--- src/pkg/pin_select_defs.svh ---
// Constants for the port D pin function select block
`ifndef PIN_SELECT_DEFS_SVH
`define PIN_SELECT_DEFS_SVH

`define PDSEL_ADDR_SELECT 12'h000
`define PDSEL_ADDR_VARIANT 12'h004
`define PDSEL_SELECT_RESET 8'hff
`define PDSEL_VARIANT_RESET 2'h0
`define PDSEL_AXI_OKAY 2'h0
`define PDSEL_AXI_DECERR 2'h3
`define PDSEL_PINS 8
`define PDSEL_VAR_FULL 2'h0
`define PDSEL_VAR_SMALL 2'h1
`define PDSEL_VAR_MID 2'h2
`define PDSEL_VAR_LARGE 2'h3

`endif

--- src/pkg/pin_select_pkg.sv ---
// Types shared by the port D pin function select block
package pin_select_pkg;

    // Device variant, which decides the sharing of timer signals
    typedef enum logic [1:0] {
        variant_full = 2'h0,
        variant_small = 2'h1,
        variant_mid = 2'h2,
        variant_large = 2'h3
    } variant_t;

    // Timer and interrupt signals that may share a port D pin
    typedef struct packed {
        logic periodic_timer1_inverted_output;
        logic periodic_timer1_output;
        logic periodic_timer0_inverted_output;
        logic periodic_timer0_output;
        logic compact_timer2_output;
    } timer_out_t;

    typedef struct packed {
        logic periodic_timer0_clock_input;
        logic standard_timer_clock_input;
        logic compact_timer_clock_input;
        logic external_interrupt1_input;
        logic periodic_timer1_clock_input;
    } timer_in_t;

    // Write response state, one-hot
    typedef enum logic [1:0] {
        wr_idle = 2'b01,
        wr_resp = 2'b10
    } wr_state_t;

endpackage

--- src/design/pin_route.sv ---
// One port D pin: output choice and input gating
`timescale 1ns/1ps
`default_nettype none

module pin_route
(
    input wire logic select_bit,
    input wire logic seg_value,
    input wire logic timer_value,
    input wire logic timer_shared,
    input wire logic gpio_out,
    input wire logic gpio_oe,
    input wire logic pin_in,
    output logic pin_out,
    output logic pin_oe,
    output logic alt_in
);
    // Segment mode drives the pin; timer output shares it when listed
    always_comb
    begin
        if (select_bit)
        begin
            pin_out = timer_shared ? timer_value : seg_value;
            pin_oe = 1'b1;
        end
        else
        begin
            pin_out = gpio_out;
            pin_oe = gpio_oe;
        end
    end

    // Input functions see the pin only while it is general I/O
    assign alt_in = select_bit ? 1'b0 : pin_in;
endmodule // pin_route

`default_nettype wire

--- src/design/port_d_pin_function_select.sv ---
// Port D pin function select register with AXI4-Lite access and pin routing
//
// Added by the designer: the register offsets and register access over AXI4-Lite.
`timescale 1ns/1ps
`default_nettype none
`include "pin_select_defs.svh"

module port_d_pin_function_select
(
    input wire logic aclk,
    input wire logic aresetn,
    input wire logic clk_en,
    input wire logic [11:0] s_axi_awaddr,
    input wire logic s_axi_awvalid,
    output logic s_axi_awready,
    input wire logic [31:0] s_axi_wdata,
    input wire logic [3:0] s_axi_wstrb,
    input wire logic s_axi_wvalid,
    output logic s_axi_wready,
    output logic [1:0] s_axi_bresp,
    output logic s_axi_bvalid,
    input wire logic s_axi_bready,
    input wire logic [11:0] s_axi_araddr,
    input wire logic s_axi_arvalid,
    output logic s_axi_arready,
    output logic [31:0] s_axi_rdata,
    output logic [1:0] s_axi_rresp,
    output logic s_axi_rvalid,
    input wire logic s_axi_rready,
    input wire logic [7:0] lcd_segment_output,
    input wire pin_select_pkg::timer_out_t timer_out,
    input wire logic [7:0] gpio_out,
    input wire logic [7:0] gpio_oe,
    input wire logic [7:0] port_d_pin_in,
    output logic [7:0] port_d_pin_out,
    output logic [7:0] port_d_pin_oe,
    output logic [7:0] gpio_in,
    output pin_select_pkg::timer_in_t timer_in
);

    ////////////////////////////////////////////////////////////////////////
    // Register state

    logic [7:0] port_d_function_select_ff;
    pin_select_pkg::variant_t variant_ff;
    pin_select_pkg::wr_state_t wr_state_ff;
    logic aw_held_ff;
    logic w_held_ff;
    logic [11:0] aw_addr_ff;
    logic [31:0] w_data_ff;
    logic [3:0] w_strb_ff;
    logic [7:0] pin_sync1_ff;
    logic [7:0] pin_sync2_ff;

    logic aw_now;
    logic w_now;
    logic wr_go;
    logic [11:0] wr_addr;
    logic [31:0] wr_data;
    logic [3:0] wr_strb;
    logic [7:0] shared_sel;
    logic [7:0] shared_val;
    logic [7:0] alt_in;
    logic [7:0] pin_out_c;
    logic [7:0] pin_oe_c;

    ////////////////////////////////////////////////////////////////////////
    // Write channel: address and data in either order

    assign aw_now = s_axi_awvalid && s_axi_awready;
    assign w_now = s_axi_wvalid && s_axi_wready;
    assign wr_go = (aw_held_ff || aw_now) && (w_held_ff || w_now) && !s_axi_bvalid;
    assign wr_addr = aw_held_ff ? aw_addr_ff : s_axi_awaddr;
    assign wr_data = w_held_ff ? w_data_ff : s_axi_wdata;
    assign wr_strb = w_held_ff ? w_strb_ff : s_axi_wstrb;

    // Ready only while nothing of that channel is parked
    always_ff @(posedge aclk)
    begin
        if (!aresetn)
        begin
            s_axi_awready <= 1'b0;
            s_axi_wready <= 1'b0;
            aw_held_ff <= 1'b0;
            w_held_ff <= 1'b0;
            aw_addr_ff <= 12'h000;
            w_data_ff <= 32'h0000_0000;
            w_strb_ff <= 4'h0;
        end
        else if (clk_en)
        begin
            if (aw_now)
            begin
                aw_addr_ff <= s_axi_awaddr;
            end
            if (w_now)
            begin
                w_data_ff <= s_axi_wdata;
                w_strb_ff <= s_axi_wstrb;
            end
            aw_held_ff <= wr_go ? 1'b0 : (aw_held_ff || aw_now);
            w_held_ff <= wr_go ? 1'b0 : (w_held_ff || w_now);
            // Bubble of at least two cycles after each take keeps one write in flight
            s_axi_awready <= !(aw_held_ff || aw_now) && !wr_go && !s_axi_bvalid;
            s_axi_wready <= !(w_held_ff || w_now) && !wr_go && !s_axi_bvalid;
        end
    end

    // Write response state
    always_ff @(posedge aclk)
    begin
        if (!aresetn)
        begin
            wr_state_ff <= pin_select_pkg::wr_idle;
            s_axi_bvalid <= 1'b0;
            s_axi_bresp <= `PDSEL_AXI_OKAY;
        end
        else if (clk_en)
        begin
            case (wr_state_ff)
                pin_select_pkg::wr_idle:
                begin
                    if (wr_go)
                    begin
                        wr_state_ff <= pin_select_pkg::wr_resp;
                        s_axi_bvalid <= 1'b1;
                        s_axi_bresp <= (wr_addr == `PDSEL_ADDR_SELECT ||
                            wr_addr == `PDSEL_ADDR_VARIANT) ? `PDSEL_AXI_OKAY
                            : `PDSEL_AXI_DECERR;
                    end
                end
                pin_select_pkg::wr_resp:
                begin
                    if (s_axi_bready)
                    begin
                        wr_state_ff <= pin_select_pkg::wr_idle;
                        s_axi_bvalid <= 1'b0;
                    end
                end
                default:
                begin
                    wr_state_ff <= pin_select_pkg::wr_idle;
                    s_axi_bvalid <= 1'b0;
                end
            endcase
        end
    end

    // Select register, all ones after reset; byte lane 0 only
    always_ff @(posedge aclk)
    begin
        if (!aresetn)
        begin
            port_d_function_select_ff <= `PDSEL_SELECT_RESET;
            variant_ff <= pin_select_pkg::variant_t'(`PDSEL_VARIANT_RESET);
        end
        else if (clk_en && wr_go && wr_strb[0])
        begin
            if (wr_addr == `PDSEL_ADDR_SELECT)
            begin
                port_d_function_select_ff <= wr_data[7:0];
            end
            if (wr_addr == `PDSEL_ADDR_VARIANT)
            begin
                variant_ff <= pin_select_pkg::variant_t'(wr_data[1:0]);
            end
        end
    end

    ////////////////////////////////////////////////////////////////////////
    // Read channel, answer one cycle after the address is taken

    always_ff @(posedge aclk)
    begin
        if (!aresetn)
        begin
            s_axi_arready <= 1'b0;
            s_axi_rvalid <= 1'b0;
            s_axi_rdata <= 32'h0000_0000;
            s_axi_rresp <= `PDSEL_AXI_OKAY;
        end
        else if (clk_en)
        begin
            s_axi_arready <= !s_axi_rvalid && !(s_axi_arvalid && s_axi_arready);
            if (s_axi_arvalid && s_axi_arready)
            begin
                s_axi_rvalid <= 1'b1;
                s_axi_rresp <= `PDSEL_AXI_OKAY;
                case (s_axi_araddr)
                    `PDSEL_ADDR_SELECT: s_axi_rdata <= {24'h00_0000, port_d_function_select_ff};
                    `PDSEL_ADDR_VARIANT: s_axi_rdata <= {30'h0000_0000, variant_ff};
                    default:
                    begin
                        s_axi_rdata <= 32'h0000_0000;
                        s_axi_rresp <= `PDSEL_AXI_DECERR;
                    end
                endcase
            end
            else if (s_axi_rready)
            begin
                s_axi_rvalid <= 1'b0;
            end
        end
    end

    ////////////////////////////////////////////////////////////////////////
    // Timer output sharing per variant on segment-mode pins

    always_comb
    begin
        shared_sel = 8'h00;
        shared_val = 8'h00;
        // Pins 7..4 carry periodic timer outputs in every variant
        shared_sel[7:4] = 4'hf;
        shared_val[7] = timer_out.periodic_timer1_inverted_output;
        shared_val[6] = timer_out.periodic_timer1_output;
        shared_val[5] = timer_out.periodic_timer0_inverted_output;
        shared_val[4] = timer_out.periodic_timer0_output;
        // Pin 3 is segment alone everywhere
        shared_sel[3] = 1'b0;
        if (variant_ff == pin_select_pkg::variant_small)
        begin
            shared_sel[2] = 1'b1;
            shared_val[2] = timer_out.compact_timer2_output;
        end
    end

    ////////////////////////////////////////////////////////////////////////
    // Per-pin routing, combinational from the registered select bits

    genvar gi;
    generate
        for (gi = 0; gi < `PDSEL_PINS; gi = gi + 1)
        begin : g_pin
            pin_route u_route
            (
                .select_bit(port_d_function_select_ff[gi]),
                .seg_value(lcd_segment_output[gi]),
                .timer_value(shared_val[gi]),
                .timer_shared(shared_sel[gi]),
                .gpio_out(gpio_out[gi]),
                .gpio_oe(gpio_oe[gi]),
                .pin_in(pin_sync2_ff[gi]),
                .pin_out(pin_out_c[gi]),
                .pin_oe(pin_oe_c[gi]),
                .alt_in(alt_in[gi])
            );
        end
    endgenerate

    // Pin inputs pass two flops before use
    always_ff @(posedge aclk)
    begin
        if (!aresetn)
        begin
            pin_sync1_ff <= 8'h00;
            pin_sync2_ff <= 8'h00;
        end
        else if (clk_en)
        begin
            pin_sync1_ff <= port_d_pin_in;
            pin_sync2_ff <= pin_sync1_ff;
        end
    end

    // Registered pin drive; costs one cycle but keeps outputs glitch free
    always_ff @(posedge aclk)
    begin
        if (!aresetn)
        begin
            port_d_pin_out <= 8'h00;
            port_d_pin_oe <= 8'h00;
            gpio_in <= 8'h00;
        end
        else if (clk_en)
        begin
            port_d_pin_out <= pin_out_c;
            port_d_pin_oe <= pin_oe_c;
            gpio_in <= alt_in;
        end
    end

    // Shared inputs exist only in the full variant
    always_ff @(posedge aclk)
    begin
        if (!aresetn)
        begin
            timer_in <= '0;
        end
        else if (clk_en)
        begin
            if (variant_ff == pin_select_pkg::variant_full)
            begin
                timer_in.periodic_timer0_clock_input <= alt_in[3];
                timer_in.standard_timer_clock_input <= alt_in[2];
                timer_in.compact_timer_clock_input <= alt_in[1];
                timer_in.external_interrupt1_input <= alt_in[0];
                timer_in.periodic_timer1_clock_input <= alt_in[0];
            end
            else
            begin
                timer_in <= '0;
            end
        end
    end

endmodule // port_d_pin_function_select

`default_nettype wire

--- config.mk ---
export PLATFORM = sky130hd
export DESIGN_NAME = port_d_pin_function_select
export DESIGN_NICKNAME = d
export VERILOG_FILES = /design/src/pkg/pin_select_pkg.sv /design/src/design/pin_route.sv /design/src/design/port_d_pin_function_select.sv
export VERILOG_INCLUDE_DIRS = /design/src /design/src/pkg
export SDC_FILE = /design/constraint.sdc
export NUM_CORES = 1
export LEC_CHECK = 0
export ABC_AREA = 1
export BUFFER_PORTS_ARGS = -buffer_cell sky130_fd_sc_hd__buf_2
export CORE_MARGIN = 2
export CORE_UTILIZATION = 48
export DETAILED_ROUTE_END_ITERATION = 6
export GPL_TIMING_DRIVEN = 0
export PLACE_DENSITY = 0.81
export SYNTH_ARGS = -nofsm -noshare
export SYNTH_HDL_FRONTEND = slang
export SYNTH_SLANG_ARGS = --single-unit
--- constraint.sdc ---
create_clock -name aclk -period 1.7 [get_ports aclk]
set_input_delay 0 -clock aclk [delete_from_list [all_inputs] [get_ports aclk]]
set_output_delay 0 -clock aclk [all_outputs]
set_load 0.1 [all_outputs]
======== After elaboration in Yosys (flattened, before gate mapping) ========
Index checks and enable logic that the tools add are counted.
operators by class
  multipliers ............................. 0
  bitwise operators ....................... 0
  reduce and logical (&&, ||, !) cells .... 34
  magnitude comparators ................... 0
  mux-type cells .......................... 44
  add/subtract/negate cells ............... 0
  equal/unequal tests ..................... 7
  div/mod/pow operators ................... 0
  shift operators ......................... 0
operator list
  cell                                                               count
  1-bit two-way mux                                                  34
  12-bit by 3-bit == test with 1-bit output (second input constant)  2
  12-bit logical NOT                                                 2
  8-bit case mux with 2 select lines                                 1
  1-bit logical AND                                                  12
  12-bit two-way mux                                                 1
  2-bit AND reduction                                                6
  2-bit two-way mux                                                  4
  8-bit two-way mux                                                  1
  1-bit logical NOT                                                  6
  3-bit AND reduction                                                2
  5-bit two-way mux                                                  1
  2-bit by 1-bit == test with 1-bit output (second input constant)   2
  2-bit != test (second input constant)                              2
  2-bit case mux with 2 select lines                                 1
  1-bit logical OR                                                   3
  2-bit == test (second input constant)                              1
  2-bit logical NOT                                                  1
  1-bit case mux with 2 select lines                                 1
  2-bit nonzero test                                                 1
  2-bit OR reduction                                                 1
word-level totals
  word-level logic and storage cells ...... 111
  bits of input ports ..................... 105
  output and inout port bits .............. 70
  bits in writable memories ............... 0
  bits in read-only memories .............. 0
  memories ................................ 0
  flip-flop bits (word level) ............. 121
  latch bits .............................. 0

======== Depth between registers and ports, before layout ========
Gate-level depths: netlist of the first run.
  depth after elaboration ................. 7
  mapped depth ............................ 9
  depth with buffers taken out ............ 9

======== Cells and area by module ========
From an unflattened synthesis of the first run, not the netlist that was laid out.
second synthesis, totals
  cell total of the unflattened synthesis .. 617
  area total of the unflattened synthesis .. 4259.1 um2
modules (own cells, without submodules)
  module                      area each (um2)  cells each  seq. area each (um2)  instances
  port_d_pin_function_select  3868.7           521         1861.8                1
  pin_route                   48.8             12          0.0                   8

======== Worst setup path before layout of the first run ========
OpenSTA, ideal clock, no wires.
  path type ............................... register -> register
  start ................................... register s_axi_wready
  end ..................................... register variant_ff[1]
  data required time ...................... 1.636 ns
  clock period less this slack ............ 1.892 ns
  buffers on the path ..................... 1
  data arrival time ....................... 1.828 ns
  setup slack ............................. -0.192 ns
  cell stages (with the launch flop) ...... 8
  path through ............................ dfxtp_1 > nand2_1 > nand2_2 > nand3_4 > a21oi_4 > buf_6 > a21oi_1 > nor2_1
on the way
  longest elaborated chain between the ends .. 7
RTL lines
  element                               line                               RTL
  start: declaration                    port_d_pin_function_select.sv:19   output logic s_axi_wready,
  start signal: assignment              port_d_pin_function_select.sv:105  s_axi_wready <= !(w_held_ff || w_now) && !wr_go && !s_axi_bvalid;
  1-bit logical AND                     port_d_pin_function_select.sv:71   assign w_now = s_axi_wvalid && s_axi_wready;
  1-bit logical OR                      port_d_pin_function_select.sv:72   assign wr_go = (aw_held_ff || aw_now) && (w_held_ff || w_now) && !s_axi_bvalid;
  1-bit logical AND (2 in series)       port_d_pin_function_select.sv:72
  1-bit logical AND (2 in series)       port_d_pin_function_select.sv:157  else if (clk_en && wr_go && wr_strb[0])
  2-bit AND reduction (no source line)  n/a
  end signal: assignment                port_d_pin_function_select.sv:155  variant_ff <= pin_select_pkg::variant_t'(`PDSEL_VARIANT_RESET);
  end signal: assignment                port_d_pin_function_select.sv:165  variant_ff <= pin_select_pkg::variant_t'(wr_data[1:0]);
  end: declaration                      port_d_pin_function_select.sv:45   pin_select_pkg::variant_t variant_ff;
No other way between the ends.
A chain may end at the register's enable or synchronous reset.

======== Final worst setup path of the first run ========
  start ................................... register port_d_function_select_ff[1]
  end ..................................... register port_d_pin_out[1]
on the way
  longest elaborated chain between the ends .. 1
RTL lines
  element                   line                               RTL
  start: declaration        port_d_pin_function_select.sv:44   logic [7:0] port_d_function_select_ff;
  start signal: assignment  port_d_pin_function_select.sv:154  port_d_function_select_ff <= `PDSEL_SELECT_RESET;
  start signal: assignment  port_d_pin_function_select.sv:161  port_d_function_select_ff <= wr_data[7:0];
  1-bit two-way mux         pin_route.sv:21                    if (select_bit)
  end signal: assignment    port_d_pin_function_select.sv:277  port_d_pin_out <= pin_out_c;
  end: declaration          port_d_pin_function_select.sv:35   output logic [7:0] port_d_pin_out,
No other way between the ends.

==> results of run 1 <==
path summary, 6_finish.rpt:
path,startpoint,cells past startpoint,to
hold reg to reg,aw_addr_ff[5]$_SDFFE_PN0P_,2,aw_addr_ff[5]$_SDFFE_PN0P_
hold / removal,s_axi_araddr[4],5,s_axi_rresp[0]$_SDFFE_PN0P_
setup / recovery,port_d_function_select_ff[1]$_SDFFE_PN1P_,6,port_d_pin_out[1]$_SDFFE_PN0P_
setup reg to reg,port_d_function_select_ff[1]$_SDFFE_PN1P_,6,port_d_pin_out[1]$_SDFFE_PN0P_
state kept, by name (all words and copies together) (netlist names), 8 cells and up:
name                       count
port_d_function_select_ff      8
gpio_in                        8
s_axi_rdata                    8
aw_addr_ff                    12
port_d_pin_oe                  8
pin_sync1_ff                   8
w_data_ff                      8
port_d_pin_out                 8
pin_sync2_ff                   8
through the flow:
stage | cells | worst slack [ps] | utilization, %
6_report | 860 | 84.0 | 68.5
5_1_grt | 860 | 32.3 | 68.5
3_5_place_dp | 790 | 240 | 59.3
2_1_floorplan | 566 | 165 | -
3_3_place_gp | 790 | 246 | 59.3
4_1_cts | 860 | 129 | 68.5
power by group through the flow:
stage          sequential, mW  combinational [mW]  clock [mW]
2_1_floorplan            2.68               0.525           0
3_3_place_gp             2.36                1.04           0
3_5_place_dp             2.37                1.05           0
4_1_cts                  2.32                1.15        1.68
5_1_grt                  2.33                1.23        1.77
6_report                 2.32                1.17        1.66
worst max-delay path, cell delays in order, from the launching register on:
cell and delay (ps):
dfxtp_1 490, inv_1 120, nand2_1 90, nand3_1 60
dlygate4sd3_1 600, o211ai_1 100, inv_1 60
synthesized netlist by cell type, types with 2 or more instances:
cell,n
inv_2,4
buf_2,5
inv_1,48
nand2_2,5
o211ai_1,7
buf_1,4
nand2_4,2
buf_4,28
a21oi_1,49
o21ai_0,57
nand3_1,44
o21a_1,2
clkbuf_1,15
nor3_1,8
nand4_1,4
a32oi_1,2
o21ai_1,5
dfxtp_1,93
nor2_1,67
nor2_4,2
nand2_1,80
cells by family after synthesis:
group	Yosys count	synth area share, %
AO/OA/AOI/OAI	126	16.9
flip-flops	93	46.0
AND/OR/NAND/NOR	217	24.3
buffers and inverters	106	12.8
other	1	0.0926
layout make-up:
cell class                 count  area (um2)  share of cell area (%)
sequential                    93        1870                    33.2
clock inverter                 7        96.3                    1.71
tap                          105         131                    2.33
buffer                        53         318                    5.65
timing repair buffer         173        1140                    20.2
inverter                      53         199                    3.53
multi-input combinational    367        1760                    31.2
clock buffer                   9         124                    2.20
layer usage:
metal  share of wire (%)  GRT usage (%)  up-vias
li1                    -              -     2139
met1                  40           33.0     2029
met2                  49           44.9      243
met3                 7.2           4.23       52
met4                 4.3           17.5        0
met5                   0              0        -
==> results.toml, run 1 <==
[sta]
holdWs_ps = 3.37
post-route-period-util_pct = 95.1
finalHoldViolCount = 0
rsz0062_at_grt = "no"
setup_violations = 0
finalSetupTns_ps = 0
tightestPinTransition_ps = 722
fin_crit_ps = 1620
slew-limit-headroom_pct = 51.9
finClkSkew_ps = 11.3
max_freq_mhz = 619
drv_slew = 0

[global_route]
grt_antenna_before_repair = 0
grt_first_pass_wirelength_um = 19400
grt_overflow = 0
grt_max_degree = 17
track_usage_pct = 27.2
grt_pass1_vias = 4193

[clock_network]
clock_path_buffers = 2
post-cts-setup-buffer-count = 0
cts.sinks = 93
clock_latency_ps = 370
hold_buffers = 54
cts_root_buf = "clkbuf_8"
numCtsBuffers = 9
cts-resized-gates = 0
cts_tree = "built"
cts.clk_slew.worst_paths_ps = 100
htree_levels = 3

[run_status]
status = "finished, final reports clean"

[power_and_ir_drop]
fin_total_pwr_mw = 5.15
irDropWorstVdd_v = 0.000496
leakage_nw = 2.76
p_seq_share_pct = 45.1
p_switching_mw = 1.73
p_per_area_nw_per_um2 = 915
clockPowerShare_pct = 32.3
intPower_mw = 3.42
p_sw_share_pct = 33.6
comb_power_share_pct = 22.6

[drt]
wl_um = 12400
drcViolationCount = 0
antenna_left = 0
dr.pass1.iters = 5
vias_per_cell = 5.19
routedWlPerCell_um = 14.4
vias = 4463
drtIter0Drc = 294

[placement]
place_area_um2 = 4870
port_buffers = 119
place.gp.congestion = 0.835
hpwl_um = 8250

[floorplanning]
core.rowCount = 33
fp.coreArea_um2 = 8220
die_height_um = 95.9
dieArea_um2 = 9190
dieWidth_um = 95.9
ios = 175
initial_core_util_pct = 49.3

[critical_path]
cp.arrival_ps = 1890
critPathMaxFanout = 5
critPathKind = "flip-flop to flip-flop"
crit_path_end_kind = "flip-flop"
start_kind = "flip-flop"
worst_ep_required_time_ps = 1970
rrSetupSlack_ps = 80

[synth]
netlist.area_leader.share_pct = 46.0
yosys_most_used_dff = "dfxtp_1"
yosysWarnings = 0
yosys-top-cells-area = "dfxtp_1 (46%), nand2_1 (7.4%), o21ai_0 (7.0%)"
yosysTopAreaCell = "dfxtp_1"
syn_area_um2 = 4050
synth-edff-count = 0
synthArstFlopShare_pct = 0
syn_inst = 543
synth_area_per_cell_um2 = 7.46
ys_ff_latch = 93
synth_cell_type_count = 33
seq_area_frac_synth_pct = 46.0

[final_layout]
post-route-cell-area_um2 = 5630
syn_to_final_growth_pct = 39.0
antenna_cells = 0
mostFrequentLayoutCell = "buf_2"
fillers = 675
layout-drive-gt1-share_pct = 25.2
nNetsFinal = 855
layout_common_cells = "buf_2 (124), dfxtp_1 (89), nand2_1 (80)"

[hold_path]
min_path_type = "input pin to flip-flop"

[run]
drv_cap = 0
Power figures use the tool's default switching activity.
==> inputs of run 2 (changes only) <==
CTS_CLUSTER_SIZE = 40   (was unset)
PLACE_DENSITY = 0.87   (was 0.81)
==> run 2 against run 1 <==
- the run now ends with hold timing left
- hold slack got worse by 7.2 ps
- die area is the same
- combinational power about the same
- clock skew hardly changed
- total power down 5.9%
- core utilization shrank 0.69 points
- via count shrank 2.0%
- register-to-register slack is essentially flat
- sequential power barely moved
- critical path depth unchanged
- first-iteration DRC count shrank 5.4%
- final cell count down 0.23%
- critical path type unchanged
- largest cell class unchanged
- highest routed layer unchanged
==> results.toml, run 2 (synthesis results as in run 1) <==
[run_status]
status = "finished with violations"
violations = "hold timing"

[sta]
finalHoldViolCount = 2
finClkSkew_ps = 11.5
post-route-period-util_pct = 95.5
max_freq_mhz = 616
tightestPinTransition_ps = 627
setup_violations = 0
holdWs_ps = -3.88
finalSetupTns_ps = 0
rsz0062_at_grt = "no"
slew-limit-headroom_pct = 58.2
fin_crit_ps = 1620
drv_slew = 0

[critical_path]
critPathMaxFanout = 5
r2r_start = "port_d_function_select_ff[4]$_SDFFE_PN1P_"
crit_family = "buffers and inverters"
critPathLaunch = "port_d_function_select_ff[4]$_SDFFE_PN1P_"
cp.arrival_ps = 1880
start_kind = "flip-flop"
worst_ep_required_time_ps = 1960
crit_path_end_kind = "flip-flop"
crit_chain = "inv_1 -> nand2_1 -> nand3_1 -> dlygate4sd3_1 -> o211ai_1 -> inv_1"
max_stage_delay_ps = 590
cp_slowest_cell = "dlygate4sd3_1"
crit_path_frequent_cell = "inv_1"
crit_buf_inv = 3
critPathKind = "flip-flop to flip-flop"

[hold_path]
hp-start = "gpio_out[1]"
min_path_type = "input pin to flip-flop"

[final_layout]
layout-drive-gt1-share_pct = 25.2
multi_input_area_um2 = 1760
antenna_cells = 0
ff_latch_area_um2 = 1870
fillers = 681
post-route-cell-area_um2 = 5570
mostFrequentLayoutCell = "buf_2"
syn_to_final_growth_pct = 37.6
fin_cells = 858
nNetsFinal = 853
layout_common_cells = "buf_2 (124), dfxtp_1 (89), nand2_1 (80)"
largest_reg_flops = 12
top_register = "aw_addr_ff"

[global_route]
grt_pass1_vias = 4147
grt_max_degree = 17
grt_first_pass_wirelength_um = 18700
track_usage_pct = 26.3
grt_antenna_before_repair = 0
grt_overflow = 0

[clock_network]
cts_tree = "built"
htree_levels = 3
clock_path_buffers = 2
clock_latency_ps = 360
cts.sinks = 93
cts_root_buf = "clkbuf_8"
numCtsBuffers = 9
post-cts-setup-buffer-count = 0
cts.clk_slew.worst_paths_ps = 90

[floorplanning]
dieArea_um2 = 9190
initial_core_util_pct = 49.3
fp.coreArea_um2 = 8220
dieWidth_um = 95.9
core.rowCount = 33
die_height_um = 95.9
ios = 175

[drt]
vias_per_cell = 5.10
wl_um = 11900
vias = 4373
drcViolationCount = 0
antenna_left = 0
drtIter0Drc = 278
dr.pass1.iters = 7
routedWlPerCell_um = 13.9

[placement]
port_buffers = 119
placed_cells = 790
place.gp.congestion = 0.824
place_area_um2 = 4870
hpwl_um = 8270

[power_and_ir_drop]
p_per_area_nw_per_um2 = 870
irDropWorstVdd_v = 0.000539
leakage_nw = 2.73

[run]
drv_cap = 0
## run 2: area by class of cell
class                      count  area share, %
sequential                    93           33.5
clock buffer                  10           2.47
clock inverter                 6          0.831
multi-input combinational    367           31.5
tap                          105           2.36
inverter                      53           3.57
timing repair buffer         171           20.0
buffer                        53           5.70
## run 2: report_power, final
group          switching (mW)  leakage (nW)  internal (mW)
logic                   0.852          1.88          0.306
clock network           0.789        0.0889          0.579
registers              0.0500         0.763           2.27
total                    1.69          2.73           3.16
## run 2: layer usage
metal	vias to the layer above	wire length [um]	global-route usage [%]
met4	0	396	14.9
met5	-	0	0
met3	37	922	4.54
met2	203	5980	45.2
met1	2001	4600	31.1
li1	2132	-	-
## run 2: final timing paths
path                                                        to  slack, ps  cells after the start
worst min-delay path            port_d_pin_out[1]$_SDFFE_PN0P_         -4                      5
worst max register to register  port_d_pin_out[4]$_SDFFE_PN0P_         80                      6
worst max-delay path            port_d_pin_out[4]$_SDFFE_PN0P_         80                      6
worst min register to register      aw_addr_ff[3]$_SDFFE_PN0P_        450                      2
## run 2: repair_timing
action,CTS,global route
setup endpoints to repair,0,0
gates resized for setup,0,0
hold endpoints to repair,44,0
hold buffers,52,0
## run 2: worst reg2reg max path: stages, from the launching register on
cell	delay [ps]
dfxtp_1	530
inv_1	110
nand2_1	80
nand3_1	70
dlygate4sd3_1	590
o211ai_1	90
inv_1	60
## run 2: through the flow
stage	utilization [%]	setup WS, ps	hold slack (ps)	power [mW]
global route	67.8	7.14	13.7	5.03
floorplan	-	165	125	3.20
CTS	67.8	132	1.66	4.84
global placement	59.3	247	215	3.40
finish	67.8	76.3	-3.88	4.85
detailed placement	59.3	195	225	3.42
==> inputs of run 3 (changes only) <==
CORE_MARGIN = 4   (was 2)
==> run 3 against run 2 <==
- the flow now finishes without violations
- hold slack gained 13 ps
- wire length rose by 5.5%
- sequential share of layout area fell by 0.63 points
- critical path depth is the same
- via count is 2.6% higher
- global-route usage is 1.4 points lower
==> results.toml, run 3 (synthesis results as in run 1) <==
[run_status]
status = "finished, final reports clean"

[sta]
slew-limit-headroom_pct = 57.4
max_freq_mhz = 622
finalHoldViolCount = 0
tightestPinTransition_ps = 639
rsz0062_at_grt = "no"
finClkSkew_ps = 9.31
drv_slew = 0
post-route-period-util_pct = 94.6
finalSetupTns_ps = 0
fin_crit_ps = 1610
setup_violations = 0

[hold_path]
min_path_type = "input pin to flip-flop"

[clock_network]
numCtsBuffers = 9
clock_latency_ps = 360
post-cts-setup-buffer-count = 0
htree_levels = 3
cts_tree = "built"
clock_path_buffers = 2
cts.clk_slew.worst_paths_ps = 90
cts.sinks = 93
cts_root_buf = "clkbuf_8"

[final_layout]
layout-drive-gt1-share_pct = 25.2
nNetsFinal = 857
ff_latch_area_um2 = 1870
syn_to_final_growth_pct = 40.3
antenna_cells = 0
multi_input_area_um2 = 1760
mostFrequentLayoutCell = "buf_2"
top_register = "aw_addr_ff"
fillers = 639
layout_common_cells = "buf_2 (124), dfxtp_1 (88), nand2_1 (80)"
largest_reg_flops = 12

[global_route]
grt_antenna_before_repair = 0
grt_overflow = 0
grt_max_degree = 17
grt_first_pass_wirelength_um = 19900
grt_pass1_vias = 4264
track_usage_pct = 24.9

[critical_path]
start_kind = "flip-flop"
cp_slowest_cell = "dlygate4sd3_1"
crit_chain = "inv_1 -> nand2_1 -> nand3_1 -> dlygate4sd3_1 -> o211ai_1 -> inv_1"
crit_path_frequent_cell = "inv_1"
crit_path_end_kind = "flip-flop"
worst_ep_required_time_ps = 1960
critPathMaxFanout = 5
max_stage_delay_ps = 580
crit_family = "buffers and inverters"
cp.arrival_ps = 1870
crit_buf_inv = 3
critPathKind = "flip-flop to flip-flop"

[drt]
antenna_left = 0
routedWlPerCell_um = 14.6
vias = 4485
dr.pass1.iters = 5
drtIter0Drc = 463
wl_um = 12500
vias_per_cell = 5.20
drcViolationCount = 0

[floorplanning]
core.rowCount = 33
fp.coreArea_um2 = 8220
initial_core_util_pct = 49.3
dieArea_um2 = 9970
die_height_um = 99.9
ios = 175
dieWidth_um = 99.9

[power_and_ir_drop]
fin_total_pwr_mw = 5.33
irDropWorstVdd_v = 0.000642
p_per_area_nw_per_um2 = 939
leakage_nw = 2.78

[placement]
place.gp.congestion = 0.881
port_buffers = 119
hpwl_um = 8610

[run]
drv_cap = 0
run 3: what timing repair did:
| action | 4_1_cts | 5_1_grt |
|---|---|---|
| hold buffers | 56 | 0 |
| endpoints found under the hold margin | 47 | 0 |
| resized for setup | 0 | 1 |
| setup endpoints to repair | 0 | 1 |
run 3: layout make-up:
cell class | instances | area share, %
well taps | 105 | 2.31
clock buffers | 10 | 2.42
inverters | 53 | 3.50
clock inverters | 6 | 2.05
plain buffers | 53 | 5.59
multi-input cells | 367 | 30.9
repair buffers | 175 | 20.3
flip-flops and latches | 93 | 32.9
run 3: tightest hold or removal path, delay by kind of cell:
| kind | cells | cell delay (ps) |
|---|---|---|
| compound gates | 1 | 120 |
| simple gates | 3 | 140 |
| buf+inv | 1 | 70 |
run 3: power by group:
part | switching (mW) | internal (mW)
clock network | 0.812 | 1.03
registers | 0.0513 | 2.27
logic | 0.858 | 0.312
total | 1.72 | 3.61
run 3: worst paths after layout:
check	endpoint	start	cells past startpoint	slack, ps
hold reg to reg	w_data_ff[2]$_SDFFE_PN0P_	w_data_ff[2]$_SDFFE_PN0P_	2	450
setup / recovery	port_d_pin_out[4]$_SDFFE_PN0P_	port_d_function_select_ff[4]$_SDFFE_PN1P_	6	90
hold / removal	s_axi_rresp[0]$_SDFFE_PN0P_	s_axi_araddr[4]	5	9
setup reg to reg	port_d_pin_out[4]$_SDFFE_PN0P_	port_d_function_select_ff[4]$_SDFFE_PN1P_	6	90
run 3: per-layer routing:
layer  part of all wire [%]  track usage [%]  up-vias
met5                      0                0        -
met4                    4.6             12.8        0
met2                     49             43.9      248
met1                     38             28.8     2042
li1                       -                -     2134
met3                    8.5             4.59       61
run 3: stage by stage:
step	area (um2)	hold WS [ps]	setup slack, ps	utilization, %	std cells
after floorplan	4140	125	165	-	566
after global placement	4870	221	252	59.3	790
after detailed placement	4870	226	226	59.3	790
after CTS	5680	4.88	123	69.2	862
after global routing	5680	44.4	11.5	69.2	862
final	5680	9.32	91.2	69.2	862
